===== src/logic/wakeup_cfg.svh =====
// Offsets, bit positions, reset values and link constants of the wakeup block
`ifndef WAKEUP_CFG_SVH
`define WAKEUP_CFG_SVH
`define WK_OFS_CTRL        12'h000
`define WK_OFS_FILTER      12'h004
`define WK_OFS_ADDR_LO     12'h008
`define WK_OFS_ADDR_HI     12'h00C
`define WK_BIT_PD          0
`define WK_BIT_STATION_EN  1
`define WK_BIT_REMOTE_EN   2
`define WK_BIT_REMOTE_MASK 3
`define WK_BIT_STATION_IE  4
`define WK_BIT_STATION_FLG 5
`define WK_BIT_REMOTE_FLG  6
`define WK_POS_POINTER     24
`define WK_CMD_MCAST       3
`define WK_CMD_ENABLE      0
`define WK_FILTERS         4
`define WK_ENTRIES         8
`define WK_MASK_BITS       31
`define WK_ENTRY_CMD       3'h4
`define WK_ENTRY_OFFSET    3'h5
`define WK_ENTRY_CRC_LO    3'h6
`define WK_ENTRY_CRC_HI    3'h7
`define WK_ADDR_RESET      48'h0000_0000_0000
`define WK_SFD_NIBBLE      4'hD
`define WK_SYNC_BYTE       8'hFF
`define WK_SYNC_BYTES      3'h6
`define WK_ADDR_BYTES      3'h6
`define WK_ADDR_COPIES     5'h10
`define WK_CRC16_POLY      16'hA001
`define WK_CRC16_INIT      16'hFFFF
`define WK_CRC32_POLY      32'hEDB8_8320
`define WK_CRC32_INIT      32'hFFFF_FFFF
`define WK_CRC32_RESIDUE   32'hDEBB_20E3
`endif


===== src/logic/wakeup_pkg.sv =====
// Types shared by the wakeup detector and its receive sampler
package wakeup_pkg;
   typedef struct packed {
      logic       valid;
      logic       stop;
      logic       err;
      logic [7:0] data;
   } rx_byte_type;

   typedef struct packed {
      logic [30:0] mask;
      logic [3:0]  cmd;
      logic [7:0]  offset;
      logic [15:0] crc;
   } filter_type;

   typedef struct packed {
      logic pd;
      logic stationEn;
      logic remoteEn;
      logic remoteMask;
      logic stationIe;
      logic stationFlag;
      logic remoteFlag;
   } ctrl_type;

   typedef enum logic [1:0] {BUS_IDLE, BUS_WRITE, BUS_READ} bus_state_type;
endpackage : wakeup_pkg


===== src/logic/ethernet_wakeup_detector.sv =====
// Wakeup manager: power-down control, remote pattern and station packets
//
// The register addresses and the AHB-Lite slave port were chosen for this implementation.
`timescale 1ns/100ps
`include "wakeup_cfg.svh"
// Summary of operation
// - Power-down discards received frame data
// - Detection advances only on receive clock
// - Wakeup sets its flag and leaves power-down
// - Pattern filters active only in enabled power-down
// - Needs address pass and CRC-16 match
// - Long frames accepted if FCS good
// - Remote hit sets flag, unmasked interrupt
// - Station packet sets flag, enabled interrupt
// - Eight entries behind one auto-incrementing port
// - Mask bits 30..0 pick bytes, 31 zero
// - Command bit3 multicast, bit0 enable
// - Offset is first byte, at least 12; lower offsets are applied as written
// - Each filter holds 16-bit reference CRC
// - Entry order masks, commands, offsets, CRCs
// - Status read clears event flags
// - Two wake types, separately enabled
module ethernet_wakeup_detector
   import wakeup_pkg::*;
(
   input  wire logic        sys_clk,
   input  wire logic        arst_n,
   input  wire logic        ce,
   input  wire logic        hsel,
   input  wire logic [31:0] haddr,
   input  wire logic [1:0]  htrans,
   input  wire logic        hwrite,
   input  wire logic [2:0]  hsize,
   input  wire logic [31:0] hwdata,
   input  wire logic        hready,
   output logic      [31:0] hrdata,
   output logic             hreadyout,
   output logic             hresp,
   input  wire logic        rxClk,
   input  wire logic        rxDv,
   input  wire logic        rxEr,
   input  wire logic [3:0]  rxd,
   output logic      [7:0]  rxData,
   output logic             rxDataValid,
   output logic             powerDown,
   output logic             wakeIrq
);
   localparam int NF = `WK_FILTERS;

   function automatic logic [15:0] crc16Step(input logic [15:0] c,
                                             input logic [7:0]  d);
      logic [15:0] r;
      r = c;
      for (int i = 0; i < 8; i++) begin
         r = (r[0] ^ d[i]) ? ((r >> 1) ^ `WK_CRC16_POLY) : (r >> 1);
      end
      return r;
   endfunction : crc16Step

   function automatic logic [31:0] crc32Step(input logic [31:0] c,
                                             input logic [7:0]  d);
      logic [31:0] r;
      r = c;
      for (int i = 0; i < 8; i++) begin
         r = (r[0] ^ d[i]) ? ((r >> 1) ^ `WK_CRC32_POLY) : (r >> 1);
      end
      return r;
   endfunction : crc32Step

   rx_byte_type   rxb;
   ctrl_type      ctrl,      next_ctrl;
   filter_type    filt[NF];
   filter_type    next_filt[NF];
   logic [47:0]   stAddr,    next_stAddr;
   logic [2:0]    ptr,       next_ptr;
   bus_state_type busState,  next_busState;
   logic [1:0]    regIdx,    next_regIdx;
   logic          mapped,    next_mapped;
   logic [31:0]   next_hrdata;
   logic          next_hreadyout;
   logic          next_wakeIrq;
   logic          accept;
   logic [31:0]   entryVal;
   logic [31:0]   ctrlImage;

   mii_rx_sampler sampler (
      .sys_clk (sys_clk),
      .arst_n  (arst_n),
      .ce      (ce),
      .rxClk   (rxClk),
      .rxDv    (rxDv),
      .rxEr    (rxEr),
      .rxd     (rxd),
      .rxByte  (rxb)
   );

   // Frame-side state
   logic [15:0] byteIdx,   next_byteIdx;
   logic [31:0] fcs,       next_fcs;
   logic        daUni,     next_daUni;
   logic        mcast,     next_mcast;
   logic [15:0] fcrc[NF];
   logic [15:0] next_fcrc[NF];
   logic [2:0]  ffCnt,     next_ffCnt;
   logic [2:0]  aIdx,      next_aIdx;
   logic [4:0]  copies,    next_copies;
   logic        patternSeen, next_patternSeen;
   logic        wakeRemote, next_wakeRemote;
   logic        wakeStation, next_wakeStation;
   logic [7:0]  next_rxData;
   logic        next_rxDataValid;
   logic        remoteArmed;
   logic [15:0] rel;
   logic        addrPass;

   assign accept = hsel && htrans[1] && hready;

   always_comb begin
      unique case (ptr)
         `WK_ENTRY_CMD:
            entryVal = {4'h0, filt[3].cmd, 4'h0, filt[2].cmd,
                        4'h0, filt[1].cmd, 4'h0, filt[0].cmd};
         `WK_ENTRY_OFFSET:
            entryVal = {filt[3].offset, filt[2].offset,
                        filt[1].offset, filt[0].offset};
         `WK_ENTRY_CRC_LO: entryVal = {filt[1].crc, filt[0].crc};
         `WK_ENTRY_CRC_HI: entryVal = {filt[3].crc, filt[2].crc};
         default:          entryVal = {1'b0, filt[ptr[1:0]].mask};
      endcase
      ctrlImage = 32'h0000_0000;
      ctrlImage[`WK_BIT_PD]          = ctrl.pd;
      ctrlImage[`WK_BIT_STATION_EN]  = ctrl.stationEn;
      ctrlImage[`WK_BIT_REMOTE_EN]   = ctrl.remoteEn;
      ctrlImage[`WK_BIT_REMOTE_MASK] = ctrl.remoteMask;
      ctrlImage[`WK_BIT_STATION_IE]  = ctrl.stationIe;
      ctrlImage[`WK_BIT_STATION_FLG] = ctrl.stationFlag;
      ctrlImage[`WK_BIT_REMOTE_FLG]  = ctrl.remoteFlag;
      ctrlImage[`WK_POS_POINTER +: 3] = ptr;
   end

   // Register side: zero-wait writes, one wait state on reads
   always_comb begin
      next_ctrl      = ctrl;
      next_filt      = filt;
      next_stAddr    = stAddr;
      next_ptr       = ptr;
      next_busState  = BUS_IDLE;
      next_regIdx    = regIdx;
      next_mapped    = mapped;
      next_hrdata    = hrdata;
      next_hreadyout = 1'b1;
      unique case (busState)
         BUS_WRITE: begin
            if (mapped) begin
               unique case (regIdx)
                  2'h0: begin
                     next_ctrl.pd         = hwdata[`WK_BIT_PD];
                     next_ctrl.stationEn  = hwdata[`WK_BIT_STATION_EN];
                     next_ctrl.remoteEn   = hwdata[`WK_BIT_REMOTE_EN];
                     next_ctrl.remoteMask = hwdata[`WK_BIT_REMOTE_MASK];
                     next_ctrl.stationIe  = hwdata[`WK_BIT_STATION_IE];
                  end
                  2'h1: begin
                     unique case (ptr)
                        `WK_ENTRY_CMD:
                           for (int i = 0; i < NF; i++)
                              next_filt[i].cmd = hwdata[8*i +: 4];
                        `WK_ENTRY_OFFSET:
                           for (int i = 0; i < NF; i++)
                              next_filt[i].offset = hwdata[8*i +: 8];
                        `WK_ENTRY_CRC_LO: begin
                           next_filt[0].crc = hwdata[15:0];
                           next_filt[1].crc = hwdata[31:16];
                        end
                        `WK_ENTRY_CRC_HI: begin
                           next_filt[2].crc = hwdata[15:0];
                           next_filt[3].crc = hwdata[31:16];
                        end
                        default:
                           next_filt[ptr[1:0]].mask = hwdata[30:0];
                     endcase
                     next_ptr = ptr + 3'h1;
                  end
                  2'h2: next_stAddr[31:0]  = hwdata;
                  2'h3: next_stAddr[47:32] = hwdata[15:0];
               endcase
            end
         end
         BUS_READ: begin
            next_hrdata = 32'h0000_0000;
            if (mapped) begin
               unique case (regIdx)
                  2'h0: begin
                     next_hrdata = ctrlImage;
                     next_ctrl.stationFlag = 1'b0;
                     next_ctrl.remoteFlag  = 1'b0;
                  end
                  2'h1: begin
                     next_hrdata = entryVal;
                     next_ptr    = ptr + 3'h1;
                  end
                  2'h2: next_hrdata = stAddr[31:0];
                  2'h3: next_hrdata = {16'h0000, stAddr[47:32]};
               endcase
            end
         end
         default: ;
      endcase
      if (accept) begin
         next_busState  = hwrite ? BUS_WRITE : BUS_READ;
         next_hreadyout = hwrite;
         next_mapped    = (haddr[31:12] == 20'h00000)
                          && (haddr[11:4] == 8'h00) && (haddr[1:0] == 2'h0);
         next_regIdx    = haddr[3:2];
      end
      // Hardware events win over a clearing read in the same cycle
      if (wakeRemote) begin
         next_ctrl.remoteFlag = 1'b1;
         next_ctrl.pd         = 1'b0;
      end
      if (wakeStation) begin
         next_ctrl.stationFlag = 1'b1;
         next_ctrl.pd          = 1'b0;
      end
      next_wakeIrq = (next_ctrl.remoteFlag && !next_ctrl.remoteMask)
                     || (next_ctrl.stationFlag && next_ctrl.stationIe);
   end

   always_ff @(posedge sys_clk or negedge arst_n) begin
      if (!arst_n) begin
         ctrl      <= '0;
         filt      <= '{default: '0};
         stAddr    <= `WK_ADDR_RESET;
         ptr       <= 3'h0;
         busState  <= BUS_IDLE;
         regIdx    <= 2'h0;
         mapped    <= 1'b0;
         hrdata    <= 32'h0000_0000;
         hreadyout <= 1'b1;
         hresp     <= 1'b0;
         wakeIrq   <= 1'b0;
         powerDown <= 1'b0;
      end else if (ce) begin
         ctrl      <= next_ctrl;
         filt      <= next_filt;
         stAddr    <= next_stAddr;
         ptr       <= next_ptr;
         busState  <= next_busState;
         regIdx    <= next_regIdx;
         mapped    <= next_mapped;
         hrdata    <= next_hrdata;
         hreadyout <= next_hreadyout;
         hresp     <= 1'b0;
         wakeIrq   <= next_wakeIrq;
         powerDown <= next_ctrl.pd;
      end
   end

   // Frame side
   assign remoteArmed = ctrl.pd && ctrl.remoteEn;
   assign addrPass    = mcast || daUni;

   always_comb begin
      next_byteIdx     = byteIdx;
      next_fcs         = fcs;
      next_daUni       = daUni;
      next_mcast       = mcast;
      next_fcrc        = fcrc;
      next_ffCnt       = ffCnt;
      next_aIdx        = aIdx;
      next_copies      = copies;
      next_patternSeen = patternSeen;
      next_wakeRemote  = 1'b0;
      next_wakeStation = 1'b0;
      next_rxData      = rxData;
      next_rxDataValid = rxb.valid && !ctrl.pd;
      rel              = 16'h0000;
      if (rxb.valid) begin
         next_rxData = rxb.data;
         // Index saturates so long frames still complete
         if (byteIdx != 16'hFFFF)
            next_byteIdx = byteIdx + 16'h1;
         next_fcs = crc32Step(fcs, rxb.data);
         if (byteIdx == 16'h0000)
            next_mcast = rxb.data[0];
         if (byteIdx < 16'({13'h0, `WK_ADDR_BYTES}))
            next_daUni = daUni && (rxb.data == stAddr[8*byteIdx[2:0] +: 8]);
         for (int f = 0; f < NF; f++) begin
            rel = byteIdx - {8'h00, filt[f].offset};
            if (byteIdx >= {8'h00, filt[f].offset} && rel < `WK_MASK_BITS
                && filt[f].mask[rel[4:0]])
               next_fcrc[f] = crc16Step(fcrc[f], rxb.data);
         end
         // Station packet search
         if (ffCnt != `WK_SYNC_BYTES) begin
            next_ffCnt = (rxb.data == `WK_SYNC_BYTE) ? ffCnt + 3'h1 : 3'h0;
         end else if (rxb.data == stAddr[8*aIdx +: 8]) begin
            next_aIdx = aIdx + 3'h1;
            if (aIdx + 3'h1 == `WK_ADDR_BYTES) begin
               next_aIdx   = 3'h0;
               next_copies = copies + 5'h1;
               if (copies + 5'h1 == `WK_ADDR_COPIES)
                  next_patternSeen = 1'b1;
            end
         end else if (!(rxb.data == `WK_SYNC_BYTE && aIdx == 3'h0
                        && copies == 5'h00)) begin
            next_ffCnt  = (rxb.data == `WK_SYNC_BYTE) ? 3'h1 : 3'h0;
            next_aIdx   = 3'h0;
            next_copies = 5'h00;
         end
      end
      if (rxb.stop) begin
         if (!rxb.err && fcs == `WK_CRC32_RESIDUE) begin
            for (int f = 0; f < NF; f++)
               if (remoteArmed && filt[f].cmd[`WK_CMD_ENABLE] && addrPass
                   && (filt[f].cmd[`WK_CMD_MCAST] ? mcast : daUni)
                   && fcrc[f] == filt[f].crc)
                  next_wakeRemote = 1'b1;
            next_wakeStation = ctrl.pd && ctrl.stationEn
                               && patternSeen;
         end
         next_byteIdx   = 16'h0000;
         next_fcs       = `WK_CRC32_INIT;
         next_daUni     = 1'b1;
         next_mcast     = 1'b0;
         next_fcrc      = '{default: `WK_CRC16_INIT};
         next_ffCnt     = 3'h0;
         next_aIdx      = 3'h0;
         next_copies    = 5'h00;
         next_patternSeen = 1'b0;
      end
   end

   always_ff @(posedge sys_clk or negedge arst_n) begin
      if (!arst_n) begin
         byteIdx     <= 16'h0000;
         fcs         <= `WK_CRC32_INIT;
         daUni       <= 1'b1;
         mcast       <= 1'b0;
         fcrc        <= '{default: `WK_CRC16_INIT};
         ffCnt       <= 3'h0;
         aIdx        <= 3'h0;
         copies      <= 5'h00;
         patternSeen <= 1'b0;
         wakeRemote  <= 1'b0;
         wakeStation <= 1'b0;
         rxData      <= 8'h00;
         rxDataValid <= 1'b0;
      end else if (ce) begin
         byteIdx     <= next_byteIdx;
         fcs         <= next_fcs;
         daUni       <= next_daUni;
         mcast       <= next_mcast;
         fcrc        <= next_fcrc;
         ffCnt       <= next_ffCnt;
         aIdx        <= next_aIdx;
         copies      <= next_copies;
         patternSeen <= next_patternSeen;
         wakeRemote  <= next_wakeRemote;
         wakeStation <= next_wakeStation;
         rxData      <= next_rxData;
         rxDataValid <= next_rxDataValid;
      end
   end
endmodule : ethernet_wakeup_detector


===== src/logic/mii_rx_sampler.sv =====
// Synchronises MII receive pins and assembles nibbles into bytes
`timescale 1ns/100ps
`include "wakeup_cfg.svh"
module mii_rx_sampler
   import wakeup_pkg::*;
(
   input  wire logic       sys_clk,
   input  wire logic       arst_n,
   input  wire logic       ce,
   input  wire logic       rxClk,
   input  wire logic       rxDv,
   input  wire logic       rxEr,
   input  wire logic [3:0] rxd,
   output rx_byte_type     rxByte
);
   logic [6:0]  syncA;
   logic [6:0]  syncB;
   logic        clkLast;
   logic        inFrame;
   logic        half;
   logic        errSeen;
   logic [3:0]  lowNib;
   logic        next_inFrame;
   logic        next_half;
   logic        next_errSeen;
   logic [3:0]  next_lowNib;
   rx_byte_type next_rxByte;

   always_comb begin
      next_inFrame = inFrame;
      next_half    = half;
      next_errSeen = errSeen;
      next_lowNib  = lowNib;
      next_rxByte  = '{valid: 1'b0, stop: 1'b0, err: errSeen,
                       data: rxByte.data};
      // Work happens only on a receive clock edge
      if (syncB[6] && !clkLast) begin
         if (syncB[5]) begin
            if (!inFrame) begin
               if (syncB[3:0] == `WK_SFD_NIBBLE) begin
                  next_inFrame = 1'b1;
                  next_half    = 1'b0;
                  next_errSeen = 1'b0;
               end
            end else begin
               next_errSeen = errSeen | syncB[4];
               if (!half) begin
                  next_lowNib = syncB[3:0];
                  next_half   = 1'b1;
               end else begin
                  next_rxByte.valid = 1'b1;
                  next_rxByte.data  = {syncB[3:0], lowNib};
                  next_half         = 1'b0;
               end
            end
         end else if (inFrame) begin
            // A dangling nibble marks the frame as bad
            next_rxByte.stop = 1'b1;
            next_rxByte.err  = errSeen | half;
            next_inFrame     = 1'b0;
         end
      end
   end

   always_ff @(posedge sys_clk or negedge arst_n) begin
      if (!arst_n) begin
         syncA   <= 7'h00;
         syncB   <= 7'h00;
         clkLast <= 1'b0;
         inFrame <= 1'b0;
         half    <= 1'b0;
         errSeen <= 1'b0;
         lowNib  <= 4'h0;
         rxByte  <= '0;
      end else if (ce) begin
         syncA   <= {rxClk, rxDv, rxEr, rxd};
         syncB   <= syncA;
         clkLast <= syncB[6];
         inFrame <= next_inFrame;
         half    <= next_half;
         errSeen <= next_errSeen;
         lowNib  <= next_lowNib;
         rxByte  <= next_rxByte;
      end
   end
endmodule : mii_rx_sampler


===== config.mk =====
export PLATFORM = sky130hd
export DESIGN_NAME = ethernet_wakeup_detector
export DESIGN_NICKNAME = d
export VERILOG_FILES = /design/src/logic/wakeup_pkg.sv /design/src/logic/ethernet_wakeup_detector.sv /design/src/logic/mii_rx_sampler.sv
export VERILOG_INCLUDE_DIRS = /design/src /design/src/logic
export SDC_FILE = /design/constraint.sdc
export NUM_CORES = 1
export LEC_CHECK = 0
export ABC_CLOCK_PERIOD_IN_PS = 10650
export BUFFER_PORTS_ARGS = -buffer_cell sky130_fd_sc_hd__buf_4
export CAP_MARGIN = 20
export CORE_MARGIN = 5
export CORE_UTILIZATION = 40
export CTS_CLUSTER_DIAMETER = 30
export DETAILED_ROUTE_END_ITERATION = 8
export PLACE_DENSITY_LB_ADDON = 0.12
export SYNTH_ARGS = -nofsm -noshare
export SYNTH_HDL_FRONTEND = slang
export SYNTH_SLANG_ARGS = --single-unit

===== constraint.sdc =====
create_clock -name sys_clk -period 10.65 [get_ports sys_clk]
set_input_delay 3.195 -clock sys_clk [delete_from_list [all_inputs] [get_ports sys_clk]]
set_output_delay 3.195 -clock sys_clk [all_outputs]
set_load 0.005 [all_outputs]

==> flow_metrics.tcl <==
set metrics [dict create \
    result_of_the_run "completed" \
    clock-skew-final_ns 0.03898 \
    critical_path_fanouts_max 30 \
    crit_path_dat_ns 6.39 \
    worst_hold_startpoint "ffCnt[2]$_DFFE_PN0P_" \
    grt_pass1_wl_um 141600 \
    post_layout_minimum_cycle_time_ns 5.796 \
    worst-slew-pin-transition_ns 1.174 \
    period_share 0.5442 \
    max-cap-violations 0 \
    area.growth.synth_to_final_pct 22.98 \
    clock_latency_ns 0.70 \
    dr.pass1.iters 6 \
    synth-edff-count 0 \
    ctsLongestPathBuffers 3 \
    grt_start_max_net_pins 161 \
    critical_path.endpoint_type "register" \
    initialDrtViolationCount 1593 \
    antenna_found_initial 0 \
    synthesis.yosys.warnings 0 \
    number_of_pins_exceeding_their_max_slew_limit_in_the_final_report 0 \
    area_of_the_mapped_netlist_um2 28210 \
    holdCritPathClass "register to register" \
    clock_tree.root_cell "sky130_fd_sc_hd__clkbuf_16" \
    post_synth_num_cell_types 79 \
    aggregate_global_routing_overflow 0 \
    postSynthAreaPerCell_um2 11.43 \
    timing.critical_path.required_ns 11.24 \
    final_layout_size_suffix_gt1_frac 0.3297 \
    final.fill_count 6270 \
    site_row_count 97 \
    power_density_nw_per_um2 225.5 \
    cts-hold-fix-buffers 0 \
    number_of_global_route_vias_before_repair 21512 \
    finalNetCount 2745 \
    clock_tree_from_tritoncts "yes" \
    r2r_cells 13 \
    predominant_post_synthesis_flop_cell "sky130_fd_sc_hd__dfrtp_1" \
    globalplace.congestion 0.8875 \
    holdPathStages 1 \
    yosys_register_bits 503 \
    max_freq_mhz 172.5 \
    reg2reg_from "byteIdx[0]$_DFFE_PN0P_" \
    reg2reg_setup_slack_ns 5.65 \
    vias 20832 \
    route.detailed.wl_per_inst_um 25.79 \
    drt_wl_total_um 94270 \
    regToRegEndpoint "fcrc[30]$_DFFE_PN1P_" \
    asyncSetResetFlopFracSynth 1.000 \
    max-vdd-ir-drop_mv 0.2203 \
    die_height_um 275.6 \
    core_um2 70030 \
    cts_made_buffers 130 \
    synth_cells 2468 \
    number_of_inserted_diodes 0 \
    via_per_inst 5.700 \
    number_of_failing_setup_endpoints_in_the_final_timing_report 0 \
    clock_pin_transition_on_the_worst_setup_and_hold_timing_paths_ns 0.04 \
    die_width_um 275.6 \
    layout.cell_area.non_filler_um2 34700 \
    setup.worst_path.start_class "primary input" \
    ctsResizeCount 0 \
    die_area_um2 75940 \
    initial_standard_cell_utilization_of_the_core 0.4029 \
    cts_setup_buffers 0 \
    cts.sinks 503 \
    unrepaired_setup_endpoints_after_global_routing "no" \
    synth-seq-area-share 0.4505 \
    syn-num-nets 2602 \
    htree_levels 4 \
    hpwl_um 66260 \
    maxSlewHeadroom 0.2174 \
    track_usage 0.2506 \
    worst_hold_path.endpoint "ffCnt[2]$_DFFE_PN0P_" \
    number_of_hold_slack_violations_in_the_final_timing_report 0 \
    power.leakage_uw 0.01595 \
    finalSetupTns_ns 0 \
    post-route-drc-count 0 \
    port_buffers 121 \
    ant_nets 0 \
    ios 127 \
    placed_area_um2 30100 \
    critical_path_class "primary input to register" \
]
==> state kept, by name, summed over array words and instances (netlist names), 4 cells and up <==
| register | cells |
|---|---|
| byteIdx | 16 |
| copies | 5 |
| ctrl | 7 |
| fcrc | 64 |
| fcs | 32 |
| filt | 236 |
| hrdata | 32 |
| rxData | 8 |
| sampler.lowNib | 4 |
| sampler.rxByte | 11 |
| sampler.syncA | 7 |
| sampler.syncB | 7 |
| stAddr | 48 |
==> worst max-delay path by stage <==
stage	slack [ns]	cells after the start	end	startpoint
after detailed placement	4.28	10	fcrc[30]$_DFFE_PN1P_	ce
final	4.85	10	fcrc[30]$_DFFE_PN1P_	ce
after floorplan	5.44	6	filt[27]$_DFFE_PN0P_	ce
after global placement	4.37	10	fcrc[30]$_DFFE_PN1P_	ce
after global routing	4.79	10	fcrc[30]$_DFFE_PN1P_	ce
after CTS	4.99	10	fcrc[30]$_DFFE_PN1P_	ce
==> cell usage in the layout (no fill, tap or decap), drive strengths merged, types with 22 or more instances in the layout <==
master	n
a21oi	106
a222oi	22
a22oi	35
buf	173
clkbuf	169
clkinv	33
dfrtp	405
dfstp	98
ha	48
inv	71
mux2	320
mux2i	76
mux4	80
nand2	138
nand3	23
nor2	160
nor3	58
nor4	32
o21ai	90
o22a	22
xnor2	174
xor2	112
==> per-layer routing <==
| metal | GRT usage | share of wire | wire [um] |
|---|---|---|---|
| met2 | 0.3891 | 0.46 | 43610 |
| met5 | 0 | 0 | 0 |
| met1 | 0.3465 | 0.44 | 41710 |
| met4 | 0.1116 | 0.045 | 4241 |
| met3 | 0.04259 | 0.050 | 4706 |
==> where the power goes <==
part | total [uW] | switching (uW) | internal (uW)
logic | 1410 | 753 | 656
clock network | 4080 | 1220 | 2850
registers | 2340 | 184 | 2150
total | 7820 | 2160 | 5660
==> cell type report <==
class	instances	area, um^2	area share
flip-flops and latches	503	12710	0.3664
clock buffers	169	3635	0.1048
repair buffers	173	1329	0.03830
inverters	66	247.7	0.007140
multi-input cells	1737	14640	0.4219
clock inverters	67	958.4	0.02762
well taps	940	1176	0.03390
==> logic make-up after synthesis <==
logic type / Yosys count / synth area share
fa+ha+maj: 52 / 0.02413
other cells: 1 / 0.0001329
buf+inv: 228 / 0.03233
xor+xnor: 286 / 0.08985
compound gates: 395 / 0.09331
mux: 476 / 0.2185
flops: 503 / 0.4505
simple gates: 527 / 0.09122
==> per-stage QoR <==
step	total power, uW	std cells	util	hold WS (ns)	setup WS, ns
6_report	7824	3655	0.4955	0.4728	4.854
3_3_place_gp	3757	3417	0.4297	0.4541	4.371
5_1_grt	8172	3655	0.4955	0.4849	4.791
2_1_floorplan	3401	2468	-	0.4432	5.436
3_5_place_dp	3776	3418	0.4298	0.4711	4.281
4_1_cts	7904	3654	0.4954	0.4767	4.990
==> worst max-delay path: stages <==
cell and delay (ns):
sky130_fd_sc_hd__buf_4 0.25, sky130_fd_sc_hd__nand2_1 0.51, sky130_fd_sc_hd__nor4_1 0.51, sky130_fd_sc_hd__buf_4 0.23, sky130_fd_sc_hd__nand2_1 0.06, sky130_fd_sc_hd__a211o_1 0.26, sky130_fd_sc_hd__a2111oi_4 0.42, sky130_fd_sc_hd__buf_4 0.38
sky130_fd_sc_hd__mux2_2 0.38, sky130_fd_sc_hd__o22a_1 0.18
==> synth_stat cells, types with 20 or more instances <==
library cell               count  area share
sky130_fd_sc_hd__nor2_1      160       0.021
sky130_fd_sc_hd__nor4_1       31      0.0069
sky130_fd_sc_hd__o22a_1       22      0.0068
sky130_fd_sc_hd__nand3_1      23      0.0041
sky130_fd_sc_hd__xor2_1      108       0.034
sky130_fd_sc_hd__nor3_1       57       0.010
sky130_fd_sc_hd__buf_1        20      0.0027
sky130_fd_sc_hd__mux2i_1      76       0.027
sky130_fd_sc_hd__buf_2        21      0.0037
sky130_fd_sc_hd__o21ai_0      89       0.016
sky130_fd_sc_hd__inv_1        65      0.0086
sky130_fd_sc_hd__a222oi_1     22      0.0078
sky130_fd_sc_hd__nand2_1     138       0.018
sky130_fd_sc_hd__dfstp_2      98       0.091
sky130_fd_sc_hd__clkbuf_1    113       0.015
sky130_fd_sc_hd__dfrtp_1     405        0.36
sky130_fd_sc_hd__xnor2_1     174       0.054
sky130_fd_sc_hd__ha_1         48       0.021
sky130_fd_sc_hd__a22oi_1      35      0.0093
sky130_fd_sc_hd__mux4_2       80       0.064
sky130_fd_sc_hd__a21oi_1     106       0.019
sky130_fd_sc_hd__mux2_2      301        0.12
Power figures use the tool's default switching activity.
